[config.mk]
export PLATFORM = sky130hd
export DESIGN_NAME = pcc_phy_mac_side
export DESIGN_NICKNAME = d
export VERILOG_FILES = /design/src/pcc_pkg.sv /design/src/pcc_phy_mac_side.sv
export SDC_FILE = /design/constraint.sdc
export NUM_CORES = 1
export LEC_CHECK = 0
export ABC_AREA = 0
export ABC_CLOCK_PERIOD_IN_PS = 3300
export BUFFER_PORTS_ARGS = -buffer_cell sky130_fd_sc_hd__buf_2
export CAP_MARGIN = 30
export CORE_UTILIZATION = 50
export CTS_CLUSTER_SIZE = 28
export DETAILED_ROUTE_END_ITERATION = 16
export GPL_TIMING_DRIVEN = 0
export PLACE_DENSITY_LB_ADDON = 0.15
export SLEW_MARGIN = 20
export SYNTH_ARGS = -nofsm -noshare
export SYNTH_HDL_FRONTEND = slang
export SYNTH_SLANG_ARGS = --single-unit
export TNS_END_PERCENT = 10
[constraint.sdc]
create_clock -name CORE_CLK -period 3.3 [get_ports CORE_CLK]
set_clock_uncertainty 0.15 [all_clocks]
set_input_delay 0.165 -clock CORE_CLK [delete_from_list [all_inputs] [get_ports CORE_CLK]]
set_output_delay 0.165 -clock CORE_CLK [all_outputs]
set_load 0.01 [all_outputs]
[src/pcc_pkg.sv]
// Constants and types for the MAC-side clock, power and wake control block.
package pcc_pkg;

	// Core clock and the probe interval used in active sleep.
	localparam int CLK_PERIOD_NS = 100;
	localparam int NLP_INTERVAL_US = 1400000;
	localparam int NLP_CYCLES = NLP_INTERVAL_US * 1000 / CLK_PERIOD_NS;

	// Register indices; the byte address is four times the index.
	localparam logic [11:0] IDX_BASIC_CONTROL = 12'h000;
	localparam logic [11:0] IDX_PHY_SPECIFIC_CONTROL = 12'h011;
	localparam logic [11:0] IDX_INTERRUPT_STATUS_TWO = 12'h013;
	localparam logic [11:0] IDX_SELF_TEST_CONTROL = 12'h016;
	localparam logic [11:0] IDX_LED_GPIO_PIN_CONFIG = 12'h304;
	localparam logic [11:0] IDX_DEEP_POWERDOWN_CONTROL = 12'h428;
	localparam logic [11:0] IDX_WAKE_RECEIVE_CONFIG = 12'h4a0;
	localparam logic [11:0] IDX_WAKE_RECEIVE_STATUS = 12'h4a1;
	localparam logic [11:0] IDX_NODE_ADDRESS_0 = 12'h4a2;
	localparam logic [11:0] IDX_NODE_ADDRESS_1 = 12'h4a3;
	localparam logic [11:0] IDX_NODE_ADDRESS_2 = 12'h4a4;

	// Field positions and codes.
	localparam int BC_DUPLEX_BIT = 8;
	localparam int BC_POWERDOWN_BIT = 11;
	localparam int PSC_SLEEP_LSB = 12;
	localparam logic [2:0] SLEEP_ENABLE_CODE = 3'h6;
	localparam int ISR2_WAKE_FLAG_BIT = 1;
	localparam int ISR2_WAKE_EN_BIT = 9;
	localparam int DPD_PIN_FUNC_BIT = 0;
	localparam int DPD_ENABLE_BIT = 2;
	localparam int LED_FUNC_LSB = 0;
	localparam logic [2:0] LED_FUNC_INPUT = 3'h1;
	localparam int CLK_SRC_LSB = 4;
	localparam logic [1:0] CLK_SRC_IF = 2'h0;
	localparam logic [1:0] CLK_SRC_XI = 2'h1;
	localparam logic [1:0] CLK_SRC_FREE = 2'h2;
	localparam logic [1:0] CLK_SRC_RECOVERED = 2'h3;
	localparam int WAKE_CFG_EN_BIT = 0;
	localparam int WAKE_STAT_HIT_BIT = 0;

	// Values after reset.
	localparam logic [15:0] BASIC_CONTROL_RST = 16'h0100;
	localparam logic [15:0] LED_GPIO_PIN_CONFIG_RST = 16'h0010;
	localparam logic [3:0] CLK_SRC_ONEHOT_RST = 4'h2;

	// Wake frame layout.
	localparam logic [7:0] SYNC_BYTE = 8'hff;
	localparam logic [2:0] SYNC_BYTES = 3'h6;
	localparam logic [2:0] ADDR_LAST_BYTE = 3'h5;
	localparam logic [4:0] ADDR_LAST_COPY = 5'h0f;

	// Cycles of settling before the straps are caught.
	localparam logic [2:0] STRAP_SETTLE = 3'h5;

	// Positions in the synchroniser vector.
	localparam int SYNC_W = 11;
	localparam int SY_IF_CLK = 0;
	localparam int SY_ENERGY = 1;
	localparam int SY_PWRDN_N = 2;
	localparam int SY_TX_EN = 3;
	localparam int SY_TX_D = 4;
	localparam int SY_RMII = 8;
	localparam int SY_LEADER = 9;
	localparam int SY_REPEATER = 10;

	typedef enum logic [1:0] {
		PWR_ACTIVE,
		PWR_SLEEP,
		PWR_DOWN,
		PWR_DEEP
	} pcc_power_type;

	typedef struct packed {
		logic dv;
		logic er;
		logic [3:0] data;
		logic crs;
		logic col;
		logic crs_dv;
	} pcc_mac_rx_type;

	typedef struct packed {
		logic en;
		logic [3:0] data;
	} pcc_line_tx_type;

endpackage

[src/pcc_phy_mac_side.sv]
// MAC-side data path, clock output select, low-power states and wake detection.
//
// Our own choice: the APB register port.
`timescale 1ns/1ps
`default_nettype none

// Behaviour
// RL1: Wake detection settings live in a config register at extended index 0x4a0.
// RL2: Wake detection outcome is reported in a status register at index 0x4a1.
// RL3: Wake frame is six 0xff bytes then sixteen unbroken node address copies.
// RL4: Bits 14 to 12 of phy specific control equal 110 enable active sleep.
// RL5: Sleep enabled and no cable energy: sleep, only management and detection stay powered. The code keeps PLL_EN high in sleep.
// RL6: In active sleep a link pulse goes out every 1.4 seconds.
// RL7: Partner energy in sleep returns to normal operation and restores full power.
// RL8: Bit 11 of basic control set enters standard power-down.
// RL9: The outside party drives the power-down pin low to request power-down.
// RL10: Software sets deep enable bit 2 first, then requests power-down.
// RL11: Deep power-down also stops the PLL; only management logic remains.
// RL12: Repeater strap turns the RMII carrier/valid output into pure receive valid.
// RL13: Interface clock output runs at the active interface rate, 50 MHz in RMII.
// RL14: After reset the clock pin carries the buffered crystal input clock.
// RL15: A free-running PLL clock is offered as a clock output source.
// RL16: The recovered clock source comes from received line data, not local reference.
// RL17: Pin function field set to input disables the clock output.
// RL18: MII moves one 4-bit nibble per interface clock in each direction.
// RL19: Carrier sense asserts while receiving or transmitting.
// RL20: In half duplex collision asserts while transmit and receive overlap.
// RL21: RMII leader runs from 25 MHz and supplies a 50 MHz reference out.
// RL22: In RMII follower the system supplies 50 MHz on the crystal input.
// RL23: RMII moves two bits per reference clock each way on separate paths.
// RL24: RMII transmit is sampled and receive presented on the reference clock.
// RL25: Clock source select is one of four, crystal pass-through after reset.
module pcc_phy_mac_side #(
	parameter int NLP_CYCLES = pcc_pkg::NLP_CYCLES,
	parameter int ADDR_W = 16
) (
	// Clock and reset
	input wire logic CORE_CLK,
	input wire logic RST_N,
	// APB register bus
	input wire logic PSEL,
	input wire logic PENABLE,
	input wire logic PWRITE,
	input wire logic [ADDR_W-1:0] PADDR,
	input wire logic [31:0] PWDATA,
	output logic [31:0] PRDATA,
	output logic PREADY,
	output logic PSLVERR,
	// MAC interface
	input wire logic IF_CLK,
	input wire logic TX_EN,
	input wire logic [3:0] TX_D,
	output logic [3:0] RX_D,
	output logic RX_DV,
	output logic RX_ER,
	output logic CRS,
	output logic COL,
	output logic CRS_DV,
	// Line side
	input wire logic LINE_RX_VALID,
	input wire logic LINE_RX_ERROR,
	input wire logic LINE_RX_CARRIER,
	input wire logic [3:0] LINE_RX_DATA,
	input wire logic ENERGY_DETECT,
	output logic LINE_TX_EN,
	output logic [3:0] LINE_TX_DATA,
	output logic NLP_PULSE,
	// Straps and power
	input wire logic RMII_MODE_STRAP,
	input wire logic LEADER_STRAP,
	input wire logic REPEATER_STRAP,
	input wire logic INTERRUPT_OR_POWERDOWN_PIN_N,
	output logic ANALOG_POWER_EN,
	output logic PLL_EN,
	output logic WAKE_EVENT,
	// Clock output
	output logic [3:0] CLKOUT_SOURCE,
	output logic CLOCK_OUT_LED_PIN_OE_N,
	output logic REF_CLK_OUT_EN,
	output logic IF_CLK_RMII_RATE
);

	typedef struct packed {
		logic [15:0] basic_control;
		logic [15:0] phy_specific_control;
		logic [15:0] isr2;
		logic [15:0] led_cfg;
		logic [15:0] dpd_ctrl;
		logic [15:0] wake_cfg;
		logic [15:0] wake_status;
		logic [2:0][15:0] node_addr;
		logic [31:0] prdata;
		logic [pcc_pkg::SYNC_W-1:0] s1;
		logic [pcc_pkg::SYNC_W-1:0] s2;
		logic [pcc_pkg::SYNC_W-1:0] s3;
		logic [pcc_pkg::SYNC_W-1:0] filt;
		logic [2:0] settle;
		logic strap_done;
		logic rmii;
		logic leader;
		logic repeater;
		pcc_pkg::pcc_power_type power;
		logic [23:0] nlp_count;
		logic nlp_pulse;
		logic [2:0] sync_count;
		logic [2:0] addr_byte;
		logic [4:0] copies;
		logic [7:0] rx_byte;
		logic [2:0] bit_count;
		logic wake_event;
		pcc_pkg::pcc_mac_rx_type mac_rx;
		pcc_pkg::pcc_line_tx_type line_tx;
		logic [3:0] clk_src;
		logic clk_oe_n;
		logic pll_en;
		logic analog_en;
	} pcc_state_type;

	pcc_state_type st;
	pcc_state_type next_st;

	logic [pcc_pkg::SYNC_W-1:0] pin_vec;
	logic if_edge;
	logic pd_req;
	logic sleep_en;
	logic energy;
	logic tx_en_s;
	logic [3:0] tx_d_s;
	logic apb_setup;
	logic apb_access;
	logic [11:0] reg_index;
	logic [15:0] rd_value;
	logic rd_hit;
	logic [3:0] bit_sum;
	logic [7:0] rx_next_byte;
	logic [15:0] exp_word;
	logic [7:0] exp_byte;
	logic wake_hit;
	logic [1:0] src_field;

	assign pin_vec = {REPEATER_STRAP, LEADER_STRAP, RMII_MODE_STRAP, TX_D, TX_EN,
		INTERRUPT_OR_POWERDOWN_PIN_N, ENERGY_DETECT, IF_CLK};
	// An interface clock rising edge counts once the second and third stages agree high.
	assign if_edge = !st.filt[pcc_pkg::SY_IF_CLK] && st.s2[pcc_pkg::SY_IF_CLK] &&
		st.s3[pcc_pkg::SY_IF_CLK];
	assign energy = st.filt[pcc_pkg::SY_ENERGY];
	assign tx_en_s = st.filt[pcc_pkg::SY_TX_EN];
	assign tx_d_s = st.filt[pcc_pkg::SY_TX_D +: 4];
	assign sleep_en = st.phy_specific_control[pcc_pkg::PSC_SLEEP_LSB +: 3] ==
		pcc_pkg::SLEEP_ENABLE_CODE; // RL4
	// The pin is ignored until the synchronisers have settled after reset.
	assign pd_req = st.basic_control[pcc_pkg::BC_POWERDOWN_BIT] ||
		(st.strap_done && st.dpd_ctrl[pcc_pkg::DPD_PIN_FUNC_BIT] &&
		!st.filt[pcc_pkg::SY_PWRDN_N]); // RL8 RL9
	assign apb_setup = PSEL && !PENABLE;
	assign apb_access = PSEL && PENABLE;
	assign reg_index = PADDR[13:2];
	assign bit_sum = {1'b0, st.bit_count} + (st.rmii ? 4'h2 : 4'h4);
	assign rx_next_byte = st.rmii ? {LINE_RX_DATA[1:0], st.rx_byte[7:2]} :
		{LINE_RX_DATA, st.rx_byte[7:4]};
	assign exp_word = st.node_addr[st.addr_byte[2:1]];
	assign exp_byte = st.addr_byte[0] ? exp_word[7:0] : exp_word[15:8];
	assign src_field = st.led_cfg[pcc_pkg::CLK_SRC_LSB +: 2];

	always_comb begin
		next_st = st;
		rd_value = 16'h0000;
		rd_hit = 1'b1;
		wake_hit = 1'b0;

		next_st.s1 = pin_vec;
		next_st.s2 = st.s1;
		next_st.s3 = st.s2;
		for (int i = 0; i < pcc_pkg::SYNC_W; i++) begin
			if (st.s2[i] == st.s3[i]) begin
				next_st.filt[i] = st.s3[i];
			end
		end

		if (!st.strap_done) begin
			if (st.settle == pcc_pkg::STRAP_SETTLE) begin
				next_st.strap_done = 1'b1;
				next_st.rmii = st.filt[pcc_pkg::SY_RMII];
				next_st.leader = st.filt[pcc_pkg::SY_LEADER];
				next_st.repeater = st.filt[pcc_pkg::SY_REPEATER];
			end else begin
				next_st.settle = st.settle + 3'h1;
			end
		end

		// Register read decode.
		case (reg_index)
			pcc_pkg::IDX_BASIC_CONTROL: rd_value = st.basic_control;
			pcc_pkg::IDX_PHY_SPECIFIC_CONTROL: rd_value = st.phy_specific_control;
			pcc_pkg::IDX_INTERRUPT_STATUS_TWO: rd_value = st.isr2;
			pcc_pkg::IDX_SELF_TEST_CONTROL: rd_value = {13'h0000, sleep_en, st.power};
			pcc_pkg::IDX_LED_GPIO_PIN_CONFIG: rd_value = st.led_cfg;
			pcc_pkg::IDX_DEEP_POWERDOWN_CONTROL: rd_value = st.dpd_ctrl;
			pcc_pkg::IDX_WAKE_RECEIVE_CONFIG: rd_value = st.wake_cfg; // RL1
			pcc_pkg::IDX_WAKE_RECEIVE_STATUS: rd_value = st.wake_status; // RL2
			pcc_pkg::IDX_NODE_ADDRESS_0: rd_value = st.node_addr[0];
			pcc_pkg::IDX_NODE_ADDRESS_1: rd_value = st.node_addr[1];
			pcc_pkg::IDX_NODE_ADDRESS_2: rd_value = st.node_addr[2];
			default: rd_hit = 1'b0;
		endcase

		if (apb_setup) begin
			next_st.prdata = {16'h0000, rd_value};
		end

		if (apb_access && PWRITE) begin
			case (reg_index)
				pcc_pkg::IDX_BASIC_CONTROL: next_st.basic_control = PWDATA[15:0];
				pcc_pkg::IDX_PHY_SPECIFIC_CONTROL: next_st.phy_specific_control = PWDATA[15:0];
				pcc_pkg::IDX_INTERRUPT_STATUS_TWO: next_st.isr2[pcc_pkg::ISR2_WAKE_EN_BIT] =
					PWDATA[pcc_pkg::ISR2_WAKE_EN_BIT];
				pcc_pkg::IDX_LED_GPIO_PIN_CONFIG: next_st.led_cfg = PWDATA[15:0];
				pcc_pkg::IDX_DEEP_POWERDOWN_CONTROL: next_st.dpd_ctrl = PWDATA[15:0]; // RL10
				pcc_pkg::IDX_WAKE_RECEIVE_CONFIG: next_st.wake_cfg = PWDATA[15:0]; // RL1
				pcc_pkg::IDX_NODE_ADDRESS_0: next_st.node_addr[0] = PWDATA[15:0];
				pcc_pkg::IDX_NODE_ADDRESS_1: next_st.node_addr[1] = PWDATA[15:0];
				pcc_pkg::IDX_NODE_ADDRESS_2: next_st.node_addr[2] = PWDATA[15:0];
				default: ;
			endcase
		end

		// Status flags clear on read only if the read data showed them set.
		// A flag raised at the setup edge is not in PRDATA and must survive.
		// A set in the same cycle as the clear wins below.
		if (apb_access && !PWRITE) begin
			if (reg_index == pcc_pkg::IDX_WAKE_RECEIVE_STATUS &&
				st.prdata[pcc_pkg::WAKE_STAT_HIT_BIT]) begin
				next_st.wake_status[pcc_pkg::WAKE_STAT_HIT_BIT] = 1'b0;
			end
			if (reg_index == pcc_pkg::IDX_INTERRUPT_STATUS_TWO &&
				st.prdata[pcc_pkg::ISR2_WAKE_FLAG_BIT]) begin
				next_st.isr2[pcc_pkg::ISR2_WAKE_FLAG_BIT] = 1'b0;
			end
		end

		// Power state.
		case (st.power)
			pcc_pkg::PWR_ACTIVE: begin
				if (pd_req) begin
					next_st.power = st.dpd_ctrl[pcc_pkg::DPD_ENABLE_BIT] ?
						pcc_pkg::PWR_DEEP : pcc_pkg::PWR_DOWN; // RL8 RL10
				end else if (sleep_en && !energy) begin
					next_st.power = pcc_pkg::PWR_SLEEP; // RL5
				end
			end
			pcc_pkg::PWR_SLEEP: begin
				if (pd_req) begin
					next_st.power = st.dpd_ctrl[pcc_pkg::DPD_ENABLE_BIT] ?
						pcc_pkg::PWR_DEEP : pcc_pkg::PWR_DOWN;
				end else if (energy || !sleep_en) begin
					next_st.power = pcc_pkg::PWR_ACTIVE; // RL7
				end
			end
			pcc_pkg::PWR_DOWN, pcc_pkg::PWR_DEEP: begin
				if (!pd_req) begin
					next_st.power = pcc_pkg::PWR_ACTIVE;
				end
			end
			default: next_st.power = pcc_pkg::PWR_ACTIVE;
		endcase
		next_st.analog_en = next_st.power == pcc_pkg::PWR_ACTIVE; // RL5 RL7 RL8
		next_st.pll_en = next_st.power != pcc_pkg::PWR_DEEP; // RL11

		// Link pulse timer, running only while asleep.
		next_st.nlp_pulse = 1'b0;
		if (st.power == pcc_pkg::PWR_SLEEP) begin
			if (st.nlp_count == 24'(NLP_CYCLES - 1)) begin
				next_st.nlp_count = 24'h000000;
				next_st.nlp_pulse = 1'b1; // RL6
			end else begin
				next_st.nlp_count = st.nlp_count + 24'h000001;
			end
		end else begin
			next_st.nlp_count = 24'h000000;
		end

		// Data path, one transfer per interface clock rising edge.
		if (st.power != pcc_pkg::PWR_ACTIVE) begin
			next_st.mac_rx = '0;
			next_st.line_tx = '0;
		end else if (if_edge) begin
			next_st.line_tx.en = tx_en_s; // RL24
			next_st.line_tx.data = st.rmii ? {2'b00, tx_d_s[1:0]} : tx_d_s; // RL18 RL23
			next_st.mac_rx.dv = LINE_RX_VALID;
			next_st.mac_rx.er = LINE_RX_ERROR;
			next_st.mac_rx.data = st.rmii ? {2'b00, LINE_RX_DATA[1:0]} :
				LINE_RX_DATA; // RL18 RL23 RL24
			next_st.mac_rx.crs = LINE_RX_CARRIER || LINE_RX_VALID || tx_en_s; // RL19
			next_st.mac_rx.col = !st.basic_control[pcc_pkg::BC_DUPLEX_BIT] &&
				(LINE_RX_CARRIER || LINE_RX_VALID) && tx_en_s; // RL20
			next_st.mac_rx.crs_dv = st.repeater ? LINE_RX_VALID :
				(LINE_RX_CARRIER || LINE_RX_VALID); // RL12
		end

		// Wake frame scanner on the received stream.
		next_st.wake_event = 1'b0;
		if (st.power == pcc_pkg::PWR_ACTIVE && if_edge) begin
			if (!LINE_RX_VALID) begin
				next_st.sync_count = 3'h0;
				next_st.bit_count = 3'h0;
				next_st.addr_byte = 3'h0;
				next_st.copies = 5'h00;
			end else begin
				next_st.rx_byte = rx_next_byte;
				next_st.bit_count = bit_sum[2:0];
				if (bit_sum[3]) begin
					if (st.sync_count != pcc_pkg::SYNC_BYTES) begin
						next_st.sync_count = (rx_next_byte == pcc_pkg::SYNC_BYTE) ?
							st.sync_count + 3'h1 : 3'h0; // RL3
					end else if (rx_next_byte == exp_byte) begin
						if (st.addr_byte == pcc_pkg::ADDR_LAST_BYTE) begin
							next_st.addr_byte = 3'h0;
							next_st.copies = st.copies + 5'h01;
							if (st.copies == pcc_pkg::ADDR_LAST_COPY) begin
								wake_hit = 1'b1; // RL3
								next_st.sync_count = 3'h0;
								next_st.copies = 5'h00;
							end
						end else begin
							next_st.addr_byte = st.addr_byte + 3'h1;
						end
					end else if (!(st.addr_byte == 3'h0 && st.copies == 5'h00 &&
						rx_next_byte == pcc_pkg::SYNC_BYTE)) begin
						next_st.sync_count = (rx_next_byte == pcc_pkg::SYNC_BYTE) ?
							3'h1 : 3'h0; // RL3
						next_st.addr_byte = 3'h0;
						next_st.copies = 5'h00;
					end
				end
			end
		end
		if (wake_hit && st.wake_cfg[pcc_pkg::WAKE_CFG_EN_BIT]) begin
			next_st.wake_status[pcc_pkg::WAKE_STAT_HIT_BIT] = 1'b1; // RL2
			next_st.wake_event = 1'b1;
			if (st.isr2[pcc_pkg::ISR2_WAKE_EN_BIT]) begin
				next_st.isr2[pcc_pkg::ISR2_WAKE_FLAG_BIT] = 1'b1;
			end
		end

		// Clock output source and pin enable.
		next_st.clk_src = 4'h1 << src_field; // RL25 RL13 RL15 RL16
		next_st.clk_oe_n = (st.led_cfg[pcc_pkg::LED_FUNC_LSB +: 3] ==
			pcc_pkg::LED_FUNC_INPUT) ||
			(src_field == pcc_pkg::CLK_SRC_FREE && !st.pll_en); // RL17 RL15
	end

	always_ff @(posedge CORE_CLK or negedge RST_N) begin
		if (!RST_N) begin
			st <= '0;
			st.basic_control <= pcc_pkg::BASIC_CONTROL_RST;
			st.led_cfg <= pcc_pkg::LED_GPIO_PIN_CONFIG_RST; // RL14
			st.clk_src <= pcc_pkg::CLK_SRC_ONEHOT_RST; // RL14 RL25
			st.pll_en <= 1'b1;
			st.analog_en <= 1'b1;
		end else begin
			st <= next_st;
		end
	end

	assign PRDATA = st.prdata;
	assign PREADY = 1'b1;
	assign PSLVERR = apb_access && !rd_hit;
	assign RX_D = st.mac_rx.data;
	assign RX_DV = st.mac_rx.dv;
	assign RX_ER = st.mac_rx.er;
	assign CRS = st.mac_rx.crs;
	assign COL = st.mac_rx.col;
	assign CRS_DV = st.mac_rx.crs_dv;
	assign LINE_TX_EN = st.line_tx.en;
	assign LINE_TX_DATA = st.line_tx.data;
	assign NLP_PULSE = st.nlp_pulse;
	assign ANALOG_POWER_EN = st.analog_en;
	assign PLL_EN = st.pll_en;
	assign WAKE_EVENT = st.wake_event;
	assign CLKOUT_SOURCE = st.clk_src;
	assign CLOCK_OUT_LED_PIN_OE_N = st.clk_oe_n;
	// The leader supplies the 50 MHz reference only with its PLL running.
	assign REF_CLK_OUT_EN = st.rmii && st.leader && st.pll_en; // RL21
	assign IF_CLK_RMII_RATE = st.rmii; // RL13
endmodule

`default_nettype wire

### Word level (Yosys, flattened, before mapping)

Cells that the tools add are included.

| storage, ports and cells | value |
|---|---|
| register bits | 269 |
| input port bits | 71 |
| output and inout bits | 59 |
| logic and storage cells | 220 |

| operators by class | value |
|---|---|
| add/sub/neg operators | 6 |
| $lt $le $gt $ge | 1 |
| equal/unequal tests | 42 |
| shift-type cells | 1 |
| muxes and demuxes | 54 |
| bitwise gates (word level) | 2 |
| reduce and logical (&&, ||, !) cells | 62 |

Operator list:

| operator | number |
|---|---|
| $pmux 16 s11 | 1 |
| $eq 12x11->1 const B | 6 |
| $mux 24 | 2 |
| $mux 11 | 4 |
| $eq 12x5->1 const B | 3 |
| $bmux 16 s2 | 1 |
| $mux 14 | 2 |
| $reduce_and 2->1 | 13 |
| $add 24x1->24 const B | 1 |
| $eq 24x24->1 const B | 1 |
| $mux 8 | 3 |
| $logic_and 1x1->1 | 21 |
| $mux 1 | 21 |
| $mux 3 | 7 |
| $mux 16 | 1 |
| $mux 4 | 4 |
| $eq 12x10->1 const B | 1 |
| $logic_not 12->1 | 1 |
| $eq 1x1->1 | 11 |
| $reduce_or 11->1 | 1 |
| $mux 2 | 5 |
| $mux 5 | 2 |
| $reduce_and 5->1 | 2 |
| $add 3x1->3 const B | 3 |
| 27 further kinds | 51 |

### Depth between registers and ports, before layout

| depth | value |
|---|---|
| depth in word-level cells | 12 |
| mapped depth | 11 |
| gate-level depth less buffers | 10 |

### Worst setup path after synthesis

OpenSTA, ideal clock, no wires.

| timing path | value |
|---|---|
| path type | reg-to-reg |
| start | reg st[38] in the netlist's numbering |
| end | reg st[34] in the netlist's numbering |
| library setup time | 66 ps |
| data arrival time | 2,360 ps |
| required time | 3,084 ps |
| setup slack | 724 ps |
| stages on the path, launching flop included | 12 |
| path buffers | 3 |
| period minus slack after synthesis | 2,576 ps |
| path through | dfrtp_1 buf_6 or2_1 buf_6 o22ai_2 nor3_1 nor4_2 o2111ai_1 or3_1 buf_6 nor4_4 a22o_1 |

| on the way | value |
|---|---|
| longest elaborated chain between the ends | 6 |
| elaborated cells on any way between the ends | 13 |
| those cells by class | 4 x eq/ne; 5 x mux; 4 x reduce/logical |

RTL lines:

| what | RTL line | text |
|---|---|---|
| start, declared | pcc_phy_mac_side.sv:119 | `pcc_state_type st;` |
| start signal, assigned | pcc_phy_mac_side.sv:361 | `st <= next_st;` |
| $mux 8 | pcc_phy_mac_side.sv:162 | `assign exp_byte = st.addr_byte[0] ? exp_word[7:0] : exp_word[15:8];` |
| $eq 8x8->1 | pcc_phy_mac_side.sv:315 | `end else if (rx_next_byte == exp_byte) begin` |
| $mux 11 | pcc_phy_mac_side.sv:315 |  |
| $mux 8 | pcc_phy_mac_side.sv:312 | `if (st.sync_count != pcc_pkg::SYNC_BYTES) begin` |
| $mux 11 | pcc_phy_mac_side.sv:311 | `if (bit_sum[3]) begin` |
| $mux 11 | pcc_phy_mac_side.sv:303 | `if (!LINE_RX_VALID) begin` |

Several ways; a longest one is shown, not always the timed one. The select of a mux whose other input is x is not followed.
A chain may end at the register's enable or synchronous reset.

### Final worst setup path

| timing path | value |
|---|---|
| start | in PADDR[6] |
| end | out PSLVERR |

| on the way | value |
|---|---|
| longest elaborated chain between the ends | 5 |
| elaborated cells on any way between the ends | 15 |
| those cells by class | 10 x eq/ne; 1 x mux; 4 x reduce/logical |

RTL lines:

| what | RTL line | text |
|---|---|---|
| start, declared | pcc_phy_mac_side.sv:44 | `input wire logic [ADDR_W-1:0] PADDR,` |
| $eq 12x11->1, or another cell as far along | pcc_phy_mac_side.sv:192 | `case (reg_index)` |
| $reduce_or 11->1 (no line) * | n/a |  |
| $mux 1 * | pcc_phy_mac_side.sv:192 |  |
| $logic_not 1->1 * | pcc_phy_mac_side.sv:367 | `assign PSLVERR = apb_access && !rd_hit;` |
| $logic_and 1x1->1 * | pcc_phy_mac_side.sv:367 |  |
| end, declared | pcc_phy_mac_side.sv:48 | `output logic PSLVERR,` |

Every way passes the cells marked *; elsewhere a longest branch is shown, timed or not.

==> flow_summary_export.csv <==
group,metric,value,unit
yosys,yosysUniqueCellTypes,64,
critical_path,critPathSlowestCell,"clkbuf_2",
yosys,synth_top_area_share,53.8,%
cells_and_area,multi_input_area,0.00490,sq mm
timing,rsz0062_at_grt,"false",
run_status,status,"finished, final reports clean",
drt,antenna_left,0,
critical_path,crit_required,2980,ps
critical_path,rr_startpoint,"st[40]$_DFFE_PN0P_",
yosys,synthArstFlopShare,100,%
timing,hold_viol,0,
critical_path,critPathCaptureType,"primary output",
cells_and_area,register_area,0.00666,sq mm
timing,slew_violations,0,
place,gp_congestion,0.845,
timing,max_freq,0.332,GHz
cells_and_area,nNetsFinal,1268,
pwr,powerDensity,504,mW/mm^2
critical_path,startpoint_type,"input port",
yosys,ys_seq_area_share,54.9,%
yosys,yosysWarnings,0,
worst_hold_path,holdPathEnd,"st[275]$_DFFE_PN0P_",
pwr,total_power,7.35,mW
drt,vias,8420,
timing,fin_crit_sh,91.3,%
drt,drtPass1Iterations,6,
place,hpwl,20000,microns
yosys,synth_area_leaders,"dfrtp_1 (54%), mux2_2 (12%), mux2i_1 (3.9%)",
grt,grt_overflow,0,
critical_path,r2r-end,"st[34]$_DFFE_PN0P_",
place,dpl_cell_area,0.0132,sq mm
floorplanning,fp.dieH,158,microns
timing,period_needed,3010,ps
yosys,syn_area,0.0121,sq mm
drt,vias_per_cell,5.51,
critical_path,crit_fanout,10,
critical_path,worstPathCellList,"buf_2 -> nand4bb_1 -> nor4_1 -> nand2_1 -> or2_2 -> nor2_2 -> clkbuf_2 -> nor4_1 -> nand2_1 -> a21oi_1 -> buf_2",
clocking,cts_root_buffer,"clkbuf_16",
clocking,cts_tree,"yes",
critical_path,critPathKind,"in2out",
yosys,synth_top_cells_by_count,"dfrtp_1 (261), mux2_2 (134), nand2_1 (78)",
yosys,synth_edf_count,0,
yosys,synthMostInstantiatedCell,"dfrtp_1",
drt,drc,0,
worst_hold_path,min-delay-start,"PENABLE",
clocking,ctsHtreeMaxLevel,1,
yosys,netlist_instances,1007,
cells_and_area,area_growth,20.2,%
place,port_buffers,91,
yosys,synth_area_leader_cell,"dfrtp_1",
clocking,clkTransAtPathRegs,60,ps
grt,grt_pass1_vias,8278,
yosys,syn_area_per_cell,12.1,sq um
critical_path,arrival,2700,ps
grt,grt_max_degree,96,
clocking,cts.sinks,266,
drt,wire_per_inst,18.5,microns
floorplanning,initial_core_util,51.4,%
timing,tightest_slew,878,ps
clocking,clock_latency,550,ps
yosys,ys_ff_latch,266,
grt,antenna_found_initial,0,
floorplanning,core_area,0.0236,sq mm
cells_and_area,antenna_cells,0,
clocking,cts_buffer_depth,3,
floorplanning,dieArea,0.0249,sq mm
cells_and_area,fillerInstances,1892,
worst_hold_path,holdPathStages,4,
timing,report.final.setup_viol,0,
job,cap_violations,0,
yosys,ys.flop_type,"dfrtp_1",
drt,first_iter_violations,682,
pwr,peakVddDrop,380,uV
floorplanning,fp.dieW,158,microns
grt,track_usage,23.5,%
critical_path,slowest_delay,420,ps
worst_hold_path,hold_path_class,"in2reg",
floorplanning,core.rowCount,56,
timing,max_slew_margin,41.5,%
pwr,leakage,6.79,nW
critical_path,worstRegToRegCells,10,
drt,wl,28300,microns
cells_and_area,stdcell_area,0.0146,sq mm
clocking,numCtsBuffers,28,
critical_path,rrSetupSlack,300,ps
cells_and_area,layout-drive-gt1-share,30.2,%
floorplanning,pin_count,130,
grt,grt_pass1_wl,45200,microns
==> cell type report <==
class | instances | area share, %
Sequential cell | 266 | 45.7
Multi-Input combinational cell | 650 | 33.6
Timing Repair Buffer | 136 | 6.59
Clock buffer | 40 | 5.66
Buffer | 85 | 3.84
Tap cell | 319 | 2.74
Clock inverter | 12 | 1.38
Inverter | 21 | 0.540
==> registers in the layout, indices dropped and copies added (netlist names), 2 cells and up <==
register and count:
RX_D 4, next_st 22, CLKOUT_SOURCE 4, src_field 2
st 201, PRDATA 16, LINE_TX_DATA 4
==> per-stage QoR <==
| step | utilization (%) | setup slack (ps) | cells | setup TNS, ps | hold WS, ps |
|---|---|---|---|---|---|
| 2_1_floorplan | - | 724 | 1022 | 0 | -281 |
| 3_3_place_gp | 55.3 | -2970 | 1432 | -774100 | 122 |
| 3_5_place_dp | 55.7 | -83.4 | 1437 | -96.6 | -140 |
| 4_1_cts | 61.8 | 135 | 1529 | 0 | 28.7 |
| 5_1_grt | 61.8 | 81.8 | 1529 | 0 | 70.8 |
| 6_report | 61.8 | 286 | 1529 | 0 | 47.5 |
==> critical path: cells and delay by family <==
family	cells	cell delay (ps)
buffers and inverters	3	710
AOI/OAI and AO/OA	1	50
and+or+nand+nor	7	1770
==> how the worst max path moves through the flow <==
stage | start | end | slack (ps) | depth (start not counted)
after global placement | RST_N | st[240]$_DFFE_PN0P_ | -2970 | 1
after CTS | PADDR[6] | PSLVERR | 140 | 11
after floorplan | st[38]$_DFFE_PN0P_ | st[34]$_DFFE_PN0P_ | 720 | 11
after detailed placement | PADDR[6] | PSLVERR | -80 | 11
final | PADDR[6] | PSLVERR | 290 | 11
after global routing | st[40]$_DFFE_PN0P_ | st[33]$_DFFE_PN0P_ | 80 | 10
==> layer usage <==
layer	wire (microns)	global-route usage [%]	up-vias
li1	-	-	3935
met1	12900	33.0	4227
met2	13200	37.2	210
met3	1340	3.48	48
met4	883	8.32	0
met5	0	0	-
==> power breakdown <==
part,internal (mW),leakage [nW],switching (mW)
Combinational,0.222,2.75,0.276
Clock,2.13,0.501,1.30
Sequential,3.36,3.54,0.0671
Total,5.71,6.79,1.64
==> cell families after synthesis <==
kind of cell,Yosys count,share of synthesized area (%)
adder cells (fa/ha/maj),20,1.90
flip-flops,266,54.9
XOR/XNOR,26,1.88
AND/OR/NAND/NOR,249,10.6
other,2,0.0619
multiplexers,182,16.4
buffers and inverters,106,5.26
AO/OA/AOI/OAI,156,9.00
==> what timing repair did <==
action / in CTS / in global routing
endpoints found under the hold margin: 354 / 0
hold buffers: 40 / 0
resized for setup: 1 / 2
endpoints found under the setup margin: 1 / 2
cloned: 0 / 0
buffers inserted: 0 / 0
==> layout by cell type, fill, tap and decap left out, drive strengths merged, types with 5 or more instances in the layout <==
master,count
dfstp,5
nor2,63
bufinv,5
clkinv,5
maj3,11
o22ai,11
o211ai,12
nor3,19
mux2,135
dlygate4sd3,40
a21oi,19
ha,8
dfrtp,261
and3,8
and2,5
o21ai,43
nor2b,5
a222oi,15
xor2,13
conb,17
nand2,78
a221oi,13
buf,163
nor4,8
inv,21
mux2i,47
xnor2,13
nand4,5
nand2b,8
or3,10
nand3,22
a22o,14
clkbuf,58
Power figures use the tool's default switching activity.
